`src/rtl/mbpc_pkg.sv`:
```
package mbpc_pkg;

  // ***********************************************************
  // widths and counts
  // ***********************************************************
  localparam int unsigned PHASES     = 3;
  localparam int unsigned SHARE_W    = 5;
  localparam int unsigned DIV_W      = 12;
  localparam int unsigned OV_W       = 8;
  localparam int unsigned SYNC_STAGES = 3;

  // ***********************************************************
  // pin positions in the synchroniser vector
  // ***********************************************************
  localparam int unsigned PIN_EN0    = 0;
  localparam int unsigned PIN_SHARED = 1;
  localparam int unsigned PIN_EN2    = 2;
  localparam int unsigned PIN_SYNC   = 3;
  localparam int unsigned PIN_TRIP0  = 4;
  localparam int unsigned PIN_CNT    = 7;

  // ***********************************************************
  // codes
  // ***********************************************************
  localparam logic [1:0] ROLE_MASTER = 2'h1;
  localparam logic [1:0] ROLE_SLAVE  = 2'h2;
  localparam logic [1:0] GAIN_OFF    = 2'h0;

  // ***********************************************************
  // reset values
  // ***********************************************************
  localparam logic [7:0] RST_CTRL  = 8'h00;
  localparam logic [7:0] RST_AMP   = 8'h00;
  localparam logic [7:0] RST_SHARE = 8'h00;
  localparam logic [7:0] RST_OVTHR = 8'hff;

  // ***********************************************************
  // controller apb map (byte addresses)
  // ***********************************************************
  localparam logic [7:0] OFS_CTRL   = 8'h00;
  localparam logic [7:0] OFS_AMP    = 8'h04;
  localparam logic [7:0] OFS_SHARE0 = 8'h08;
  localparam logic [7:0] OFS_SHARE1 = 8'h0c;
  localparam logic [7:0] OFS_SHARE2 = 8'h10;
  localparam logic [7:0] OFS_OVTHR  = 8'h14;
  localparam logic [7:0] OFS_STATUS = 8'h18;

  // ctrl fields
  localparam int unsigned CTRL_SEL  = 0;
  localparam int unsigned CTRL_EN0  = 1;
  localparam int unsigned CTRL_INV  = 4;
  // amp fields
  localparam int unsigned AMP_GAIN0 = 0;
  localparam int unsigned AMP_ROLE0 = 2;

  // ***********************************************************
  // divider ratio in hundredths, indexed by raw share code
  // ***********************************************************
  localparam logic [DIV_W-1:0] DIV_TABLE [32] = '{
    12'h2a9, 12'h2c9, 12'h2eb, 12'h311, 12'h33b, 12'h369, 12'h39d, 12'h3d8,
    12'h41b, 12'h467, 12'h4c0, 12'h527, 12'h5a2, 12'h636, 12'h6eb, 12'h7d0,
    12'h190, 12'h19b, 12'h1a6, 12'h1b2, 12'h1be, 12'h1cb, 12'h1d9, 12'h1e8,
    12'h1f8, 12'h209, 12'h21b, 12'h22f, 12'h243, 12'h25a, 12'h272, 12'h28d
  };

  typedef enum logic [0:0] {MD_NORMAL, MD_FAILSAFE} mbpc_mode_t;

endpackage : mbpc_pkg

```
`src/rtl/mbpc_if.sv`:
```
interface mbpc_if;
  import mbpc_pkg::*;

  logic                            pin_function_select;
  logic [PHASES-1:0]               phase_enable_bit;
  logic                            sync_edge_invert;
  logic [1:0]                      error_amp_gain;
  logic [1:0]                      multiphase_role;
  logic [PHASES-1:0][SHARE_W-1:0]  phase_power_share;
  logic [OV_W-1:0]                 ov_threshold;
  logic [PHASES-1:0]               phase_on;
  logic                            fail_safe_operation;
  logic                            overvoltage;

  modport dev (
    input  pin_function_select, phase_enable_bit, sync_edge_invert,
           error_amp_gain, multiphase_role, phase_power_share,
           ov_threshold,
    output phase_on, fail_safe_operation, overvoltage
  );

  modport ctl (
    output pin_function_select, phase_enable_bit, sync_edge_invert,
           error_amp_gain, multiphase_role, phase_power_share,
           ov_threshold,
    input  phase_on, fail_safe_operation, overvoltage
  );

endinterface : mbpc_if

```
`src/rtl/mbpc_device.sv`:
```
// Functional notes
// RULE1: select 0: shared pin fall enters fail-safe
// RULE2: fail-safe function: enable bit edges switch phase
// RULE3: select 1 outside fail-safe: phase runs on bit and pin
// RULE4: enable bit 0 forces phase and gate off
// RULE5: host zeroes amp gain when all off
// RULE6: host inverts sync edge on slave only; roles 00 and 11 pass ctrl bit CTRL_INV instead
// RULE7: host sets gain 00 on slaves
// RULE8: role 01 drives comp, 10 senses
// RULE9: five-bit share sets divider 4 to 20
// RULE10: signed share code gives divider ratio
// RULE11: same divider scales slope ramp
// RULE12: own overvoltage sensing stops own gates
// RULE13: host programs equal overvoltage thresholds
// RULE14: invert 0 rising edge, 1 falling
// RULE15: sync sampled, edges debounced two cycles
// RULE16: 32-entry share lookup for each phase
//
// Design decisions made here: the placing of the registers and the APB slave port.
module mbpc_device
  import mbpc_pkg::*;
(
  input  wire logic                                      MCLK,
  input  wire logic                                      NRST,
  mbpc_if.dev                                            LINK,
  input  wire logic [mbpc_pkg::PHASES-1:0]               ENABLE_PIN,
  input  wire logic                                      SYNC_IN,
  input  wire logic [mbpc_pkg::PHASES-1:0]               PEAK_TRIP,
  input  wire logic [mbpc_pkg::OV_W-1:0]                 OV_SENSE,
  output logic      [mbpc_pkg::PHASES-1:0]               GATE,
  output logic      [mbpc_pkg::PHASES-1:0][mbpc_pkg::DIV_W-1:0] PEAK_DIV,
  output logic      [mbpc_pkg::PHASES-1:0][mbpc_pkg::DIV_W-1:0] SLOPE_DIV,
  output logic      [1:0]                                AMP_GAIN,
  output logic                                           AMP_EN,
  output logic                                           COMP_DRIVE_EN,
  output logic                                           COMP_SENSE_ONLY,
  output logic                                           FAIL_SAFE
);
  import mbpc_pkg::*;

  // ***********************************************************
  // lookup
  // ***********************************************************
  function automatic logic [DIV_W-1:0] share_div(
    input logic [SHARE_W-1:0] code
  );
    share_div = DIV_TABLE[code];
  endfunction : share_div

  // ***********************************************************
  // configuration registers
  // ***********************************************************
  logic                            sel_q;
  logic [PHASES-1:0]               en_q;
  logic [PHASES-1:0]               en_prev_q;
  logic                            inv_q;
  logic [1:0]                      gain_q;
  logic [1:0]                      role_q;
  logic [PHASES-1:0][SHARE_W-1:0]  share_q;
  logic [OV_W-1:0]                 ovthr_q;

  always_ff @(posedge MCLK or negedge NRST)
  begin
    if (!NRST)
    begin
      sel_q     <= 1'b0;
      en_q      <= '0;
      en_prev_q <= '0;
      inv_q     <= 1'b0;
      gain_q    <= GAIN_OFF;
      role_q    <= 2'h0;
      share_q   <= '0;
      ovthr_q   <= RST_OVTHR;
    end
    else
    begin
      sel_q     <= LINK.pin_function_select;
      en_q      <= LINK.phase_enable_bit;
      en_prev_q <= en_q;
      inv_q     <= LINK.sync_edge_invert;
      gain_q    <= LINK.error_amp_gain;
      role_q    <= LINK.multiphase_role;
      share_q   <= LINK.phase_power_share;
      ovthr_q   <= LINK.ov_threshold;
    end
  end

  // ***********************************************************
  // pin synchronisers and debounce
  // ***********************************************************
  logic [PIN_CNT-1:0] pins;
  logic [PIN_CNT-1:0] s1_q;
  logic [PIN_CNT-1:0] s2_q;
  logic [PIN_CNT-1:0] s3_q;
  logic [PIN_CNT-1:0] db_q;
  logic [PIN_CNT-1:0] db_prev_q;

  assign pins = {PEAK_TRIP, SYNC_IN, ENABLE_PIN};

  always_ff @(posedge MCLK or negedge NRST)
  begin
    if (!NRST)
    begin
      s1_q      <= '0;
      s2_q      <= '0;
      s3_q      <= '0;
      db_q      <= '0;
      db_prev_q <= '0;
    end
    else
    begin
      s1_q      <= pins;
      s2_q      <= s1_q;
      s3_q      <= s2_q;
      for (int i = 0; i < PIN_CNT; i++)
      begin
        if (s2_q[i] == s3_q[i])
        begin
          db_q[i] <= s3_q[i]; // RULE15
        end
      end
      db_prev_q <= db_q;
    end
  end

  logic sync_rise;
  logic sync_fall;
  logic sync_evt;
  logic shared_fall;

  assign sync_rise   = db_q[PIN_SYNC] & ~db_prev_q[PIN_SYNC];
  assign sync_fall   = ~db_q[PIN_SYNC] & db_prev_q[PIN_SYNC];
  assign sync_evt    = inv_q ? sync_fall : sync_rise; // RULE14
  assign shared_fall = ~db_q[PIN_SHARED] & db_prev_q[PIN_SHARED];

  // ***********************************************************
  // fail-safe mode
  // ***********************************************************
  mbpc_mode_t mode_q;

  always_ff @(posedge MCLK or negedge NRST)
  begin
    if (!NRST)
    begin
      mode_q <= MD_NORMAL;
    end
    else
    begin
      case (mode_q)
        MD_NORMAL:
        begin
          if (!sel_q && shared_fall)
          begin
            mode_q <= MD_FAILSAFE; // RULE1
          end
        end
        MD_FAILSAFE:
        begin
          mode_q <= MD_FAILSAFE;
        end
        default:
        begin
          mode_q <= MD_NORMAL;
        end
      endcase
    end
  end

  // ***********************************************************
  // phase enable
  // ***********************************************************
  logic [PHASES-1:0] req_q;
  logic [PHASES-1:0] run;
  logic [PHASES-1:0] pin_en;

  assign pin_en = db_q[PHASES-1:0];

  always_ff @(posedge MCLK or negedge NRST)
  begin
    if (!NRST)
    begin
      req_q <= '0;
    end
    else
    begin
      for (int i = 0; i < PHASES; i++)
      begin
        if (en_q[i] && !en_prev_q[i])
        begin
          req_q[i] <= 1'b1; // RULE2
        end
        else if (!en_q[i] && en_prev_q[i])
        begin
          req_q[i] <= 1'b0; // RULE2
        end
      end
    end
  end

  always_comb
  begin
    for (int i = 0; i < PHASES; i++)
    begin
      if (!en_q[i])
      begin
        run[i] = 1'b0; // RULE4
      end
      else if (sel_q && mode_q == MD_NORMAL)
      begin
        run[i] = pin_en[i]; // RULE3
      end
      else
      begin
        run[i] = req_q[i]; // RULE2
      end
    end
  end

  // ***********************************************************
  // overvoltage and gate drive
  // ***********************************************************
  logic              ov_q;
  logic [PHASES-1:0] gate_q;

  always_ff @(posedge MCLK or negedge NRST)
  begin
    if (!NRST)
    begin
      ov_q <= 1'b0;
    end
    else
    begin
      ov_q <= (OV_SENSE > ovthr_q); // RULE12
    end
  end

  always_ff @(posedge MCLK or negedge NRST)
  begin
    if (!NRST)
    begin
      gate_q <= '0;
    end
    else
    begin
      for (int i = 0; i < PHASES; i++)
      begin
        if (!run[i] || ov_q)
        begin
          gate_q[i] <= 1'b0; // RULE4 RULE12
        end
        else if (sync_evt)
        begin
          gate_q[i] <= 1'b1; // RULE14
        end
        else if (db_q[PIN_TRIP0 + i])
        begin
          gate_q[i] <= 1'b0;
        end
      end
    end
  end

  // ***********************************************************
  // power share dividers
  // ***********************************************************
  logic [PHASES-1:0][DIV_W-1:0] div_q;

  always_ff @(posedge MCLK or negedge NRST)
  begin
    if (!NRST)
    begin
      div_q <= '0;
    end
    else
    begin
      for (int i = 0; i < PHASES; i++)
      begin
        div_q[i] <= share_div(share_q[i]); // RULE9 RULE10 RULE16
      end
    end
  end

  // ***********************************************************
  // amplifier role and outputs
  // ***********************************************************
  logic drive_q;
  logic sense_q;
  logic amp_en_q;

  always_ff @(posedge MCLK or negedge NRST)
  begin
    if (!NRST)
    begin
      drive_q  <= 1'b0;
      sense_q  <= 1'b0;
      amp_en_q <= 1'b0;
    end
    else
    begin
      drive_q  <= (role_q == ROLE_MASTER); // RULE8
      sense_q  <= (role_q == ROLE_SLAVE); // RULE8
      amp_en_q <= (gain_q != GAIN_OFF) && (role_q != ROLE_SLAVE);
    end
  end

  assign GATE            = gate_q;
  assign PEAK_DIV        = div_q;
  assign SLOPE_DIV       = div_q; // RULE11
  assign AMP_GAIN        = gain_q;
  assign AMP_EN          = amp_en_q;
  assign COMP_DRIVE_EN   = drive_q;
  assign COMP_SENSE_ONLY = sense_q;
  assign FAIL_SAFE       = (mode_q == MD_FAILSAFE);

  assign LINK.phase_on            = gate_q | run;
  assign LINK.fail_safe_operation = (mode_q == MD_FAILSAFE);
  assign LINK.overvoltage         = ov_q;

endmodule : mbpc_device

```
`src/flat_wrapper.sv`:
```
// flat-port wrapper written by rule: the top's interface ports become plain ports
module mbpc_device_flat import mbpc_pkg::*;
  (MCLK, NRST, ENABLE_PIN, SYNC_IN, PEAK_TRIP, OV_SENSE, GATE, PEAK_DIV, SLOPE_DIV, AMP_GAIN, AMP_EN, COMP_DRIVE_EN, COMP_SENSE_ONLY, FAIL_SAFE, LINK_pin_function_select, LINK_phase_enable_bit, LINK_sync_edge_invert, LINK_error_amp_gain, LINK_multiphase_role, LINK_phase_power_share, LINK_ov_threshold, LINK_phase_on, LINK_fail_safe_operation, LINK_overvoltage);
  mbpc_if LINK_i ();
  input  wire logic MCLK;
  input  wire logic NRST;
  input  wire logic [mbpc_pkg::PHASES-1:0] ENABLE_PIN;
  input  wire logic SYNC_IN;
  input  wire logic [mbpc_pkg::PHASES-1:0] PEAK_TRIP;
  input  wire logic [mbpc_pkg::OV_W-1:0] OV_SENSE;
  output logic      [mbpc_pkg::PHASES-1:0] GATE;
  output logic      [mbpc_pkg::PHASES-1:0][mbpc_pkg::DIV_W-1:0] PEAK_DIV;
  output logic      [mbpc_pkg::PHASES-1:0][mbpc_pkg::DIV_W-1:0] SLOPE_DIV;
  output logic      [1:0] AMP_GAIN;
  output logic AMP_EN;
  output logic COMP_DRIVE_EN;
  output logic COMP_SENSE_ONLY;
  output logic FAIL_SAFE;
  input wire logic [$bits(LINK_i.pin_function_select)-1:0] LINK_pin_function_select;
  input wire logic [$bits(LINK_i.phase_enable_bit)-1:0] LINK_phase_enable_bit;
  input wire logic [$bits(LINK_i.sync_edge_invert)-1:0] LINK_sync_edge_invert;
  input wire logic [$bits(LINK_i.error_amp_gain)-1:0] LINK_error_amp_gain;
  input wire logic [$bits(LINK_i.multiphase_role)-1:0] LINK_multiphase_role;
  input wire logic [$bits(LINK_i.phase_power_share)-1:0] LINK_phase_power_share;
  input wire logic [$bits(LINK_i.ov_threshold)-1:0] LINK_ov_threshold;
  output wire logic [$bits(LINK_i.phase_on)-1:0] LINK_phase_on;
  output wire logic [$bits(LINK_i.fail_safe_operation)-1:0] LINK_fail_safe_operation;
  output wire logic [$bits(LINK_i.overvoltage)-1:0] LINK_overvoltage;
  assign LINK_i.pin_function_select = LINK_pin_function_select;
  assign LINK_i.phase_enable_bit = LINK_phase_enable_bit;
  assign LINK_i.sync_edge_invert = LINK_sync_edge_invert;
  assign LINK_i.error_amp_gain = LINK_error_amp_gain;
  assign LINK_i.multiphase_role = LINK_multiphase_role;
  assign LINK_i.phase_power_share = LINK_phase_power_share;
  assign LINK_i.ov_threshold = LINK_ov_threshold;
  assign LINK_phase_on = LINK_i.phase_on;
  assign LINK_fail_safe_operation = LINK_i.fail_safe_operation;
  assign LINK_overvoltage = LINK_i.overvoltage;
  mbpc_device u_core (.MCLK(MCLK), .NRST(NRST), .LINK(LINK_i), .ENABLE_PIN(ENABLE_PIN), .SYNC_IN(SYNC_IN), .PEAK_TRIP(PEAK_TRIP), .OV_SENSE(OV_SENSE), .GATE(GATE), .PEAK_DIV(PEAK_DIV), .SLOPE_DIV(SLOPE_DIV), .AMP_GAIN(AMP_GAIN), .AMP_EN(AMP_EN), .COMP_DRIVE_EN(COMP_DRIVE_EN), .COMP_SENSE_ONLY(COMP_SENSE_ONLY), .FAIL_SAFE(FAIL_SAFE));
endmodule
```
`config.mk`:
```
export PLATFORM = sky130hd
export DESIGN_NAME = mbpc_device_flat
export DESIGN_NICKNAME = d
export VERILOG_FILES = /design/src/rtl/mbpc_pkg.sv /design/src/rtl/mbpc_if.sv /design/src/rtl/mbpc_device.sv /design/src/flat_wrapper.sv
export SDC_FILE = /design/constraint.sdc
export NUM_CORES = 1
export LEC_CHECK = 0
export BUFFER_PORTS_ARGS = -buffer_cell sky130_fd_sc_hd__buf_4
export CORE_MARGIN = 4
export CORE_UTILIZATION = 30
export CTS_BUF_LIST = sky130_fd_sc_hd__clkbuf_4 sky130_fd_sc_hd__clkbuf_8
export CTS_CLUSTER_DIAMETER = 120
export DETAILED_ROUTE_END_ITERATION = 10
export SYNTH_ARGS = -nofsm -noshare
export SYNTH_HDL_FRONTEND = slang
export SYNTH_SLANG_ARGS = --single-unit
```
`constraint.sdc`:
```
create_clock -name MCLK -period 2 [get_ports MCLK]
set_input_delay 0.1 -clock MCLK [delete_from_list [all_inputs] [get_ports MCLK]]
set_output_delay 0.1 -clock MCLK [all_outputs]
set_load 0.01 [all_outputs]
```
Word-level counts from Yosys, hierarchy flattened
Memories as Yosys holds them, arrays and structs flattened. A register that Yosys moved wholly into a read port is not among the register bits.
Index checks and enable logic that the tools add are counted.
- register bits: 78
- ROM bits: 1152
- bits of input ports: 49
- output and inout bits: 86
- word-level logic and storage cells: 113
- memories kept: 3
- memories (name ; words ; width ; read ports ; clocked after Yosys merged registers in ; wr ports ; RTL line ; source):
    (name not given) ; 32 ; 12 ; 1 ; 1 ; 0 ; mbpc_device.sv:47 ; share_div = DIV_TABLE[code];
    (name not given) ; 32 ; 12 ; 1 ; 1 ; 0 ; mbpc_device.sv:47 ;
    (name not given) ; 32 ; 12 ; 1 ; 1 ; 0 ; mbpc_device.sv:47 ;
- magnitude comparators: 1
- equal/unequal tests: 10
- muxes and demuxes: 24
- bitwise operators: 11
- reductions and logical operators: 32
- operators by type and width (operator ; number):
    1-bit 2-to-1 mux ; 23
    5-bit NOT with 6-bit output ; 3
    1-bit zero test ; 13
    1-bit logical AND ; 9
    3-bit nonzero test ; 3
    8-bit greater-than comparator ; 1
    2-bit nonzero test ; 4
    1-bit == test ; 7
    1-bit NOT ; 4
    1-bit bitwise AND ; 3
    1-bit logical OR ; 3
    3-bit OR ; 1
    2-bit by 1-bit == test with 1-bit output (second input constant) ; 1
    2-bit == test (second input constant) ; 1
    2-bit inequality test (second input constant) ; 1
    1-bit case mux with 2 select lines ; 1

Longest topological paths before layout
Gate-level depths: netlist (run 1).
- word-level depth: 7
- depth in mapped cells: 6

Worst setup path before layout (run 1)
Ideal clock, no wire load.
- path type: reg2reg
- start: register u_core.share_q[10] in the netlist's numbering
- end: register u_core.div_q (netlist bit u_core.PEAK_DIV[28])
- library setup time: 0.138 ns
- data arrival time: 1.614 ns
- slack: 0.248 ns
- cell stages (with the launch flop): 6
- buffers on the path: 0
- clock period less this slack: 1.752 ns
- cell sequence: dfrtp_1 -> inv_1 -> ha_1 -> nand2b_2 -> o21a_1 -> mux4_2
- word-level cells in the longest chain between the ends: 1
- ends and longest elaborated chain (what ; RTL line ; source):
    start, declared ; mbpc_device.sv:59 ; logic [PHASES-1:0][SHARE_W-1:0] share_q;
    start signal, assigned ; mbpc_device.sv:83 ; share_q <= LINK.phase_power_share;
    5-bit NOT with 6-bit output (not written as such) ; mbpc_device.sv:47 ;
    end, declared ; mbpc_device.sv:266 ; logic [PHASES-1:0][DIV_W-1:0] div_q;
No other way between the ends.
A chain may end at the register's enable or synchronous reset.

Worst setup path in the final report (run 1)
- start: register u_core.mode_q (netlist: u_core.FAIL_SAFE)
- end: output port LINK_phase_on[0]
- word-level cells in the longest chain between the ends: 5
- ends and longest elaborated chain (what ; RTL line ; source):
    start, declared ; mbpc_device.sv:139 ; mbpc_mode_t mode_q;
    start signal, assigned ; mbpc_device.sv:145 ; mode_q <= MD_NORMAL;
    start signal, assigned ; mbpc_device.sv:154 ; mode_q <= MD_FAILSAFE;
    start signal, assigned ; mbpc_device.sv:159 ; mode_q <= MD_FAILSAFE;
    1-bit NOT ; mbpc_device.sv:208 ; else if (sel_q && mode_q == MD_NORMAL)
    1-bit logical AND ; mbpc_device.sv:208 ;
    1-bit 2-to-1 mux ; mbpc_device.sv:208 ;
    1-bit 2-to-1 mux ; mbpc_device.sv:204 ; if (!en_q[i])
    3-bit OR ; mbpc_device.sv:315 ; assign LINK.phase_on = gate_q | run;
    end, declared ; flat_wrapper.sv:26 ; output wire logic [$bits(LINK_i.phase_on)-1:0] LINK_phase_on;
No other way between the ends.

==> metrics.csv, run 1 <==
metric,value,unit
run status,finished clean,
Area after DPL,6320,sq um
final worst setup slack,0.235,ns
"Seq/Total Area, Yosys",51.4,%
R2R Setup Slk,0.26,ns
crit path capture type,output pin,
htree depth,3,
share of cells above drive strength 1,30.4,%
Final Power,4.90,mW
drt drc,0,
Layout Nets,707,
WS Path Type,reg2out,
DRT iter0 DRCs,209,
# clock sinks,109,
CTS Root Cell,clkbuf_8,
VDD IR max,0.419,mV
dpl hpwl,8680,um
Post-synth ARST share,100,%
Post-Layout Cell Count,853,
"CTS clk-pin slew, worst paths",0.11,ns
die area,19900,sq um
type of origin of the critical path,flip-flop,
aggregate negative setup slack,0,ns
Inst Count DP,797,
Mapped Area,5320,sq um
# IOs,135,
antenna violations before repair,0,
worst setup path start,u_core.FAIL_SAFE,
Antenna Violating Nets Remaining,0,
CTS tree,built,
row count,48,
fin util,40.0,%
Max-Cap Viols,0,
Total Routing Usage GR,11.8,%
minimum clock period,1.77,ns
Seq cells post-synth,109,
Leak Pwr,3.25,nW
fill count,1646,
"Hold Vio Cnt, Final",0,
Routed WL per cell,13.6,um
worst hold path cell count,5,
largest net degree at the start of global routing,48,
final setup fails,0,
WHS,0.232,ns
"Design Area, Final",6940,sq um
vias,3918,
Num CTS Buffers,9,
Tightest Hold Check Type,in2reg,
post-route clock skew,0.0116,ns
Tcrit/Tclk final,88.3,%
pre-CTS WS,0.279,ns
"Avg Cell Area, Syn",11.0,sq um
WP data required,1.90,ns
worst-skew pair later-pin latency,0.38,ns
routed vias/inst,4.59,
largest fanout on the critical path,4,
I/O Buffers,128,
RePlAce Congestion,0.898,
1st-pass router iterations,5,
vias in the first global route,3845,
worst flop-to-flop path startpoint,u_core.share_q[0],
Die Y,141,um
HP Start,OV_SENSE[7],
Detailed Route WL,11600,um
first-pass GRT wire length,19200,um
"EDFF count, synth",0,
Peak Freq,0.567,GHz
initial core utilization,30.7,%
CTS max path bufs,2,
PD cells,705,nW/um^2
Final Max Tran Viols,0,
unrepaired setup endpoints after global routing,no,
reg2reg path depth,5,
Ys Warns,0,
Slew headroom,59.8,%
Antenna diodes,0,
Cells after Synth,482,
critical path data arrival time,1.67,ns
Core Box Area,17400,sq um
Main synth FF type,dfrtp_1,
"Distinct cells, synth",51,
slew at the pin with the worst max-slew slack,0.603,ns
Die W,141,um
Overflow after GRT,0,
area grow syn2layout,30.5,%
cells in the final DEF (no fill, tap or decap), types with 3 or more instances in the layout:
| cell type | n |
|---|---|
| nor3_1 | 16 |
| a21o_1 | 4 |
| nor2b_1 | 13 |
| mux2i_1 | 6 |
| mux4_2 | 7 |
| inv_6 | 3 |
| conb_1 | 6 |
| nand2b_1 | 17 |
| o21a_1 | 4 |
| inv_1 | 28 |
| nand3_1 | 5 |
| o21ai_0 | 30 |
| dlygate4sd3_1 | 40 |
| nand2_1 | 31 |
| a21oi_1 | 23 |
| maj3_1 | 9 |
| dfstp_2 | 8 |
| buf_4 | 143 |
| mux2_2 | 8 |
| clkbuf_8 | 10 |
| o211ai_1 | 10 |
| ha_1 | 35 |
| nor2_1 | 21 |
| a311oi_1 | 4 |
| dfrtp_1 | 101 |
state kept, by name, summed over array words and instances, names as in the netlist, 2 cells and up:
register / flops
u_core.share_q: 15
u_core.GATE: 3
u_core.ovthr_q: 8
u_core.s1_q: 7
u_core.role_q: 2
u_core.req_q: 3
u_core.db_q: 7
u_core.db_prev_q: 2
u_core.PEAK_DIV: 33
u_core.en_q: 3
u_core.en_prev_q: 3
u_core.AMP_GAIN: 2
u_core.s3_q: 7
u_core.s2_q: 7
layout make-up:
cell class	count	area, sq um	share of cell area, %
sequential	109	2740	39.4
inverter	32	125	1.80
tap	225	282	4.05
multi-input combinational	286	2060	29.7
clock inverter	6	86.3	1.24
clock buffer	10	138	1.98
timing repair buffer	185	1510	21.8
cell usage after synthesis, types with 10 or more instances:
library cell	number	area, sq um
a21oi_1	23	115
nand2b_1	17	106
nor2b_1	13	81.3
nor2_1	21	78.8
buf_4	42	315
nor3_1	16	80.1
o21ai_0	30	150
inv_1	28	105
dfrtp_1	101	2530
ha_1	35	438
nand2_1	31	116
o211ai_1	10	75.1
critical path: stages (launching register included):
cell and delay, ns:
dfrtp_1 0.41, nand2b_1 0.20, mux2_2 0.35, nand2_1 0.11
nand2b_1 0.06, buf_4 0.14
cell families (layout without fill, tap and decap cells):
logic type	count (synthesis)	in the layout	synth area share [%]
compound gates	98	98	11.5
simple gates	116	116	10.9
mux	21	21	5.78
buf+inv	92	233	10.2
fa+ha+maj	44	44	9.92
xor+xnor	1	1	0.165
flops	109	109	51.4
other cells	1	6	0.0705
path summary, 6_finish.rpt:
path / endpoint
setup reg to reg: u_core.PEAK_DIV[2]
hold / removal: u_core.LINK.overvoltage
min in group asynchronous: u_core.PEAK_DIV[3]
max in group asynchronous: u_core.share_q[11]
hold reg to reg: u_core.s2_q[5]
setup / recovery: LINK_phase_on[0]
routing by layer:
metal  track usage, %  vias to the layer above  routed length, um
met3             3.19                       12                788
met5                0                        -                  0
met4             3.67                        0                142
met2             19.1                      150               5510
met1             15.5                     1870               5180
li1                 -                     1886                  -
where the power goes:
part	leakage [nW]	total [mW]	switching, mW	internal (mW)
logic	1.86	0.969	0.456	0.513
clock network	0.114	1.45	0.795	0.650
registers	1.27	2.48	0.117	2.37
what timing repair did:
action                    CTS  global route
buffers inserted            0             0
gates resized for setup     0             0
hold buffers               40             0
hold endpoints to repair   75             0
Power figures use the tool's default switching activity.
==> run 2: changes to the inputs <==
--- a/config.mk
+++ b/config.mk
@@ -11,6 +11,9 @@
 export CTS_BUF_LIST = sky130_fd_sc_hd__clkbuf_4 sky130_fd_sc_hd__clkbuf_8
 export CTS_CLUSTER_DIAMETER = 120
 export DETAILED_ROUTE_END_ITERATION = 10
+export PLACE_DENSITY = 0.6
+export RECOVER_POWER = 100
+export SLEW_MARGIN = 20
 export SYNTH_ARGS = -nofsm -noshare
 export SYNTH_HDL_FRONTEND = slang
 export SYNTH_SLANG_ARGS = --single-unit
==> run 2 against run 1 <==
Combinational power shrank 14%; count of clock-buffer cells in the layout is the same; core utilization shrank 1.9 points; critical path type is now reg2reg; highest routed layer unchanged.
==> metrics.csv, run 2 (synthesis gave the netlist of run 1 again) <==
metric,value,unit,change
first-pass GRT wire length,19200,um,unchanged
VDD IR max,0.423,mV,+0.87%
WS Path Type,reg2reg,,
final setup fails,0,,unchanged
setup bufs post-CTS,0,,unchanged
Antenna Violating Nets Remaining,0,,unchanged
initial core utilization,30.7,%,unchanged
post-route clock skew,0.0120,ns,+0.000382 ns
slew at the pin with the worst max-slew slack,1.17,ns,+0.564 ns
DRT iter0 DRCs,218,,+4.3%
routed vias/inst,4.58,,-0.38%
fill count,1747,,+6.1%
area grow syn2layout,24.3,%,
"Hold Vio Cnt, Final",0,,unchanged
I/O Buffers,128,,unchanged
unrepaired setup endpoints after global routing,no,,
dpl hpwl,8680,um,unchanged
vias in the first global route,3845,,unchanged
vias,3903,,-0.38%
worst-skew pair later-pin latency,0.38,ns,about the same
Max-Cap Viols,0,,unchanged
Final Max Tran Viols,0,,unchanged
minimum clock period,1.77,ns,+0.00184 ns
# clock sinks,109,,unchanged
"CTS clk-pin slew, worst paths",0.11,ns,about the same
"commonest non-fill, non-tap cells in the layout","dfrtp_1 (101), clkbuf_1 (86), dlygate4sd3_1 (40)",,
Die W,141,um,unchanged
Leak Pwr,2.93,nW,-10%
Layout Nets,707,,unchanged
aggregate negative setup slack,0,ns,unchanged
critical path data arrival time,2.07,ns,+0.40 ns
CTS max path bufs,2,,unchanged
crit path capture type,flip-flop,,
max reg flops,33,,unchanged
Core Box Area,17400,sq um,unchanged
WP data required,2.30,ns,+0.40 ns
share of cells above drive strength 1,16.6,%,-14 points
Peak Freq,0.566,GHz,-0.10%
Total Routing Usage GR,11.8,%,unchanged
PD cells,720,nW/um^2,+2.0%
Die Y,141,um,unchanged
Final Power,4.76,mW,-2.8%
drt drc,0,,unchanged
Slew headroom,22.2,%,-38 points
RePlAce Congestion,0.898,,unchanged
type of origin of the critical path,flip-flop,,
die area,19900,sq um,unchanged
"most common cell after layout, fill and taps aside",dfrtp_1,,
run status,finished clean,,
hold buffers post-CTS,40,,unchanged
CTS Root Cell,clkbuf_8,,
Overflow after GRT,0,,unchanged
row count,48,,unchanged
# IOs,135,,unchanged
Tcrit/Tclk final,88.3,%,+0.092 points
antenna violations before repair,0,,unchanged
largest fanout on the critical path,18,,+14
Detailed Route WL,11600,um,about the same
Tightest Hold Check Type,in2reg,,
cts repair resizes,0,,unchanged
1st-pass router iterations,5,,unchanged
largest net degree at the start of global routing,48,,unchanged
Antenna diodes,0,,unchanged
Num CTS Buffers,9,,unchanged
htree depth,3,,unchanged
Routed WL per cell,13.6,um,about the same
CTS tree,built,,
[run 2: through the flow]
stage | std cells | setup WS, ns | area, sq um | hold slack, ns | utilization, %
final | 853 | 0.233 | 6610 | 0.227 | 38.1
after global placement | 797 | 0.332 | 6320 | 0.154 | 36.4
after detailed placement | 797 | 0.279 | 6320 | 0.152 | 36.4
after floorplan | 487 | 0.248 | 5340 | -0.196 | -
after CTS | 853 | 0.173 | 6940 | 0.191 | 40.0
after global routing | 853 | 0.0637 | 6610 | 0.207 | 38.1
[run 2: per-layer routing]
layer / wire (um) / up-vias / track usage [%]
met1: 5180 / 1856 / 15.5
met4: 161 / 0 / 3.67
met5: 0 / - / 0
met3: 810 / 14 / 3.19
met2: 5480 / 148 / 19.1
li1: - / 1885 / -
[run 2: final timing paths]
kind / depth (start not counted) / endpoint / start / slack [ns]
min in group asynchronous: 2 / u_core.PEAK_DIV[3] / NRST / 0.49
setup reg to reg: 4 / u_core.PEAK_DIV[3] / u_core.share_q[3] / 0.23
hold / removal: 5 / u_core.LINK.overvoltage / OV_SENSE[7] / 0.23
setup / recovery: 4 / u_core.PEAK_DIV[3] / u_core.share_q[3] / 0.23
max in group asynchronous: 3 / u_core.share_q[11] / NRST / 0.55
hold reg to reg: 0 / u_core.s2_q[5] / u_core.s1_q[5] / 0.35
[run 2: critical path, cell delays in order, from the launching register on]
cell and delay [ns]:
dfrtp_1 0.60, clkbuf_1 0.57, nor3_1 0.13, a31o_2 0.25
a21oi_1 0.14
[run 2: report_power, final]
group / total, mW / internal (mW) / leakage [nW] / switching (mW)
sequential: 2.48 / 2.37 / 1.27 / 0.113
clock: 1.44 / 0.650 / 0.114 / 0.794
combinational: 0.835 / 0.381 / 1.54 / 0.454
total: 4.76 / 3.40 / 2.93 / 1.36
[run 2: layout make-up]
type,instances,area [sq um],area share [%]
Sequential cell,109,2740,41.4
Multi-Input combinational cell,286,2060,31.2
Timing Repair Buffer,185,1180,17.9
Tap cell,225,282,4.26
Clock buffer,10,138,2.08
Inverter,32,125,1.89
Clock inverter,6,86.3,1.31
==> run 3: changes to the inputs <==
--- a/config.mk
+++ b/config.mk
@@ -5,13 +5,14 @@
 export SDC_FILE = /design/constraint.sdc
 export NUM_CORES = 1
 export LEC_CHECK = 0
-export BUFFER_PORTS_ARGS = -buffer_cell sky130_fd_sc_hd__buf_4
 export CORE_MARGIN = 4
 export CORE_UTILIZATION = 30
 export CTS_BUF_LIST = sky130_fd_sc_hd__clkbuf_4 sky130_fd_sc_hd__clkbuf_8
 export CTS_CLUSTER_DIAMETER = 120
+export CTS_CLUSTER_SIZE = 20
 export DETAILED_ROUTE_END_ITERATION = 10
-export PLACE_DENSITY = 0.6
+export DONT_BUFFER_PORTS = 1
+export PLACE_DENSITY = 0.54
 export RECOVER_POWER = 100
 export SLEW_MARGIN = 20
 export SYNTH_ARGS = -nofsm -noshare
==> constraint.sdc (replaced) <==
create_clock -name MCLK -period 2 [get_ports MCLK]
set_input_delay 0.1 -clock MCLK [delete_from_list [all_inputs] [get_ports MCLK]]
set_output_delay 0.1 -clock MCLK [all_outputs]
set_load 0.02 [all_outputs]
==> run 3 against run 2 <==
The run now ends with negative hold slack left; worst setup slack gained 0.019 ns; non-clock buffer count shrank 131; die area is the same.
==> metrics.csv, run 3 (synthesis gave the netlist of run 1 again) <==
metric,value,unit,change
run status,"complete, but fails checks",,
failing checks,negative hold slack,,
end point of the critical path,u_core.PEAK_DIV[14],,
CTS Root Cell,clkbuf_8,,
I/O Buffers,0,,-100%
Final Max Tran Viols,0,,unchanged
WP data required,2.26,ns,-0.04 ns
routed vias/inst,4.71,,+2.9%
"Hold Vio Cnt, Final",109,,+109
hold buffers post-CTS,39,,-2.5%
initial core utilization,30.7,%,unchanged
vias,3404,,-13%
Leak Pwr,2.59,nW,-12%
WHS,-0.600,ns,-0.827 ns
area grow syn2layout,11.1,%,
fin util,34.1,%,-4.0 points
Critical Path Stages,4,,unchanged
"commonest non-fill, non-tap cells in the layout","dfrtp_1 (101), dlygate4sd3_1 (39), ha_1 (35)",,
Tightest Hold Check Type,in2async,,
Layout Nets,576,,-19%
slowest cell delay on critical path,0.46,ns,-0.14 ns
Slew headroom,48.8,%,+27 points
"delay-heaviest family, CP",multiplexers,,
critical path data arrival time,2.00,ns,-0.07 ns
aggregate negative setup slack,0,ns,unchanged
Max-Cap Viols,0,,unchanged
Die Y,141,um,unchanged
Core Box Area,17400,sq um,unchanged
post-route clock skew,0.00838,ns,-0.00362 ns
share of cells above drive strength 1,11.7,%,-4.9 points
vias in the first global route,3519,,-8.5%
R2R Setup Slk,0.25,ns,+0.02 ns
drt drc,0,,unchanged
1st-pass router iterations,4,,-1
Overflow after GRT,0,,unchanged
RePlAce Congestion,0.820,,-8.7%
WS Path Type,reg2reg,,
# clock sinks,109,,unchanged
# IOs,135,,unchanged
PD cells,788,nW/um^2,+9.5%
reg2reg path depth,4,,unchanged
DRT iter0 DRCs,120,,-45%
first-pass GRT wire length,18500,um,-3.7%
dpl hpwl,7960,um,-8.4%
worst flop-to-flop path startpoint,u_core.share_q[6],,
CTS max path bufs,2,,unchanged
CTS tree,built,,
Tcrit/Tclk final,87.4,%,-0.95 points
"CTS clk-pin slew, worst paths",0.11,ns,about the same
"most common cell after layout, fill and taps aside",dfrtp_1,,
setup bufs post-CTS,0,,unchanged
Peak Freq,0.572,GHz,+1.1%
Antenna Violating Nets Remaining,0,,unchanged
largest fanout on the critical path,6,,-12
slew at the pin with the worst max-slew slack,0.768,ns,-0.398 ns
crit path capture type,flip-flop,,
worst-skew pair later-pin latency,0.38,ns,about the same
antenna violations before repair,1,,+1
cts repair resizes,0,,unchanged
Detailed Route WL,11100,um,-4.3%
die area,19900,sq um,unchanged
worst setup path start,u_core.share_q[6],,
Worst R2R End,u_core.PEAK_DIV[14],,
Buffers & Inverters on Critical Path,1,,unchanged
Die W,141,um,unchanged
Slowest cell on crit path,dfrtp_1,,
type of origin of the critical path,flip-flop,,
row count,48,,unchanged
largest net degree at the start of global routing,110,,+130%
Routed WL per cell,15.4,um,+13%
Total Routing Usage GR,11.8,%,-0.065 points
htree depth,3,,unchanged
CP cell instances,clkbuf_1 -> ha_1 -> mux2_2 -> mux4_2,,
max reg flops,33,,unchanged
final setup fails,0,,unchanged
minimum clock period,1.75,ns,-0.0189 ns
Num CTS Buffers,9,,unchanged
unrepaired setup endpoints after global routing,no,,
VDD IR max,0.302,mV,-29%
run 3: changes by cell type in the layout (fill, tap and decap cells not counted), sizes merged:
cell	previous run	this run
clkbuf	137	12
buf	18	12
clkinvlp	0	1
diode	0	1
dlygate4sd3	40	39
run 3: layout make-up:
cell class	instances	area, sq um
sequential	109	2740
antenna	1	2.50
inverter	32	125
multi-input combinational	286	2060
timing repair buffer	54	492
fill	1723	11400
clock buffer	9	124
clock inverter	7	88.8
tap	225	282
run 3: power breakdown:
| part | leakage (nW) | switching (mW) | internal [mW] |
|---|---|---|---|
| registers | 1.27 | 0.330 | 2.36 |
| clock network | 0.106 | 0.828 | 0.613 |
| logic | 1.21 | 0.265 | 0.263 |
run 3: worst min path at each step:
stage,start,end,cells after the start
after floorplan,NRST,u_core.AMP_EN,0
after global placement,NRST,u_core.PEAK_DIV[28],0
after detailed placement,NRST,u_core.PEAK_DIV[28],0
after CTS,NRST,u_core.PEAK_DIV[24],0
after global routing,NRST,u_core.PEAK_DIV[24],0
final,NRST,u_core.PEAK_DIV[26],0
run 3: layer usage:
layer  up-vias  part of all wire [%]  wire length [um]  global-route usage (%)
met5         -                     0                 0                       0
met4         0                  0.64                71                    3.21
met3         8                   7.5               836                    4.78
met2       104                    48              5320                    18.7
met1      1659                    44              4900                    14.8
li1       1633                     -                 -                       -
run 3: metrics by stage:
| stage | instances | instance area [sq um] | hold WS (ns) | worst slack, ns | total power [mW] |
|---|---|---|---|---|---|
| floorplan | 487 | 5340 | -0.196 | 0.248 | 3.18 |
| global placement | 667 | 5320 | -0.192 | 0.311 | 3.21 |
| detailed placement | 667 | 5320 | -0.192 | 0.302 | 3.22 |
| CTS | 722 | 5920 | -0.649 | 0.212 | 4.78 |
| global route | 723 | 5910 | -0.664 | 0.139 | 4.95 |
| finish | 723 | 5910 | -0.600 | 0.252 | 4.66 |
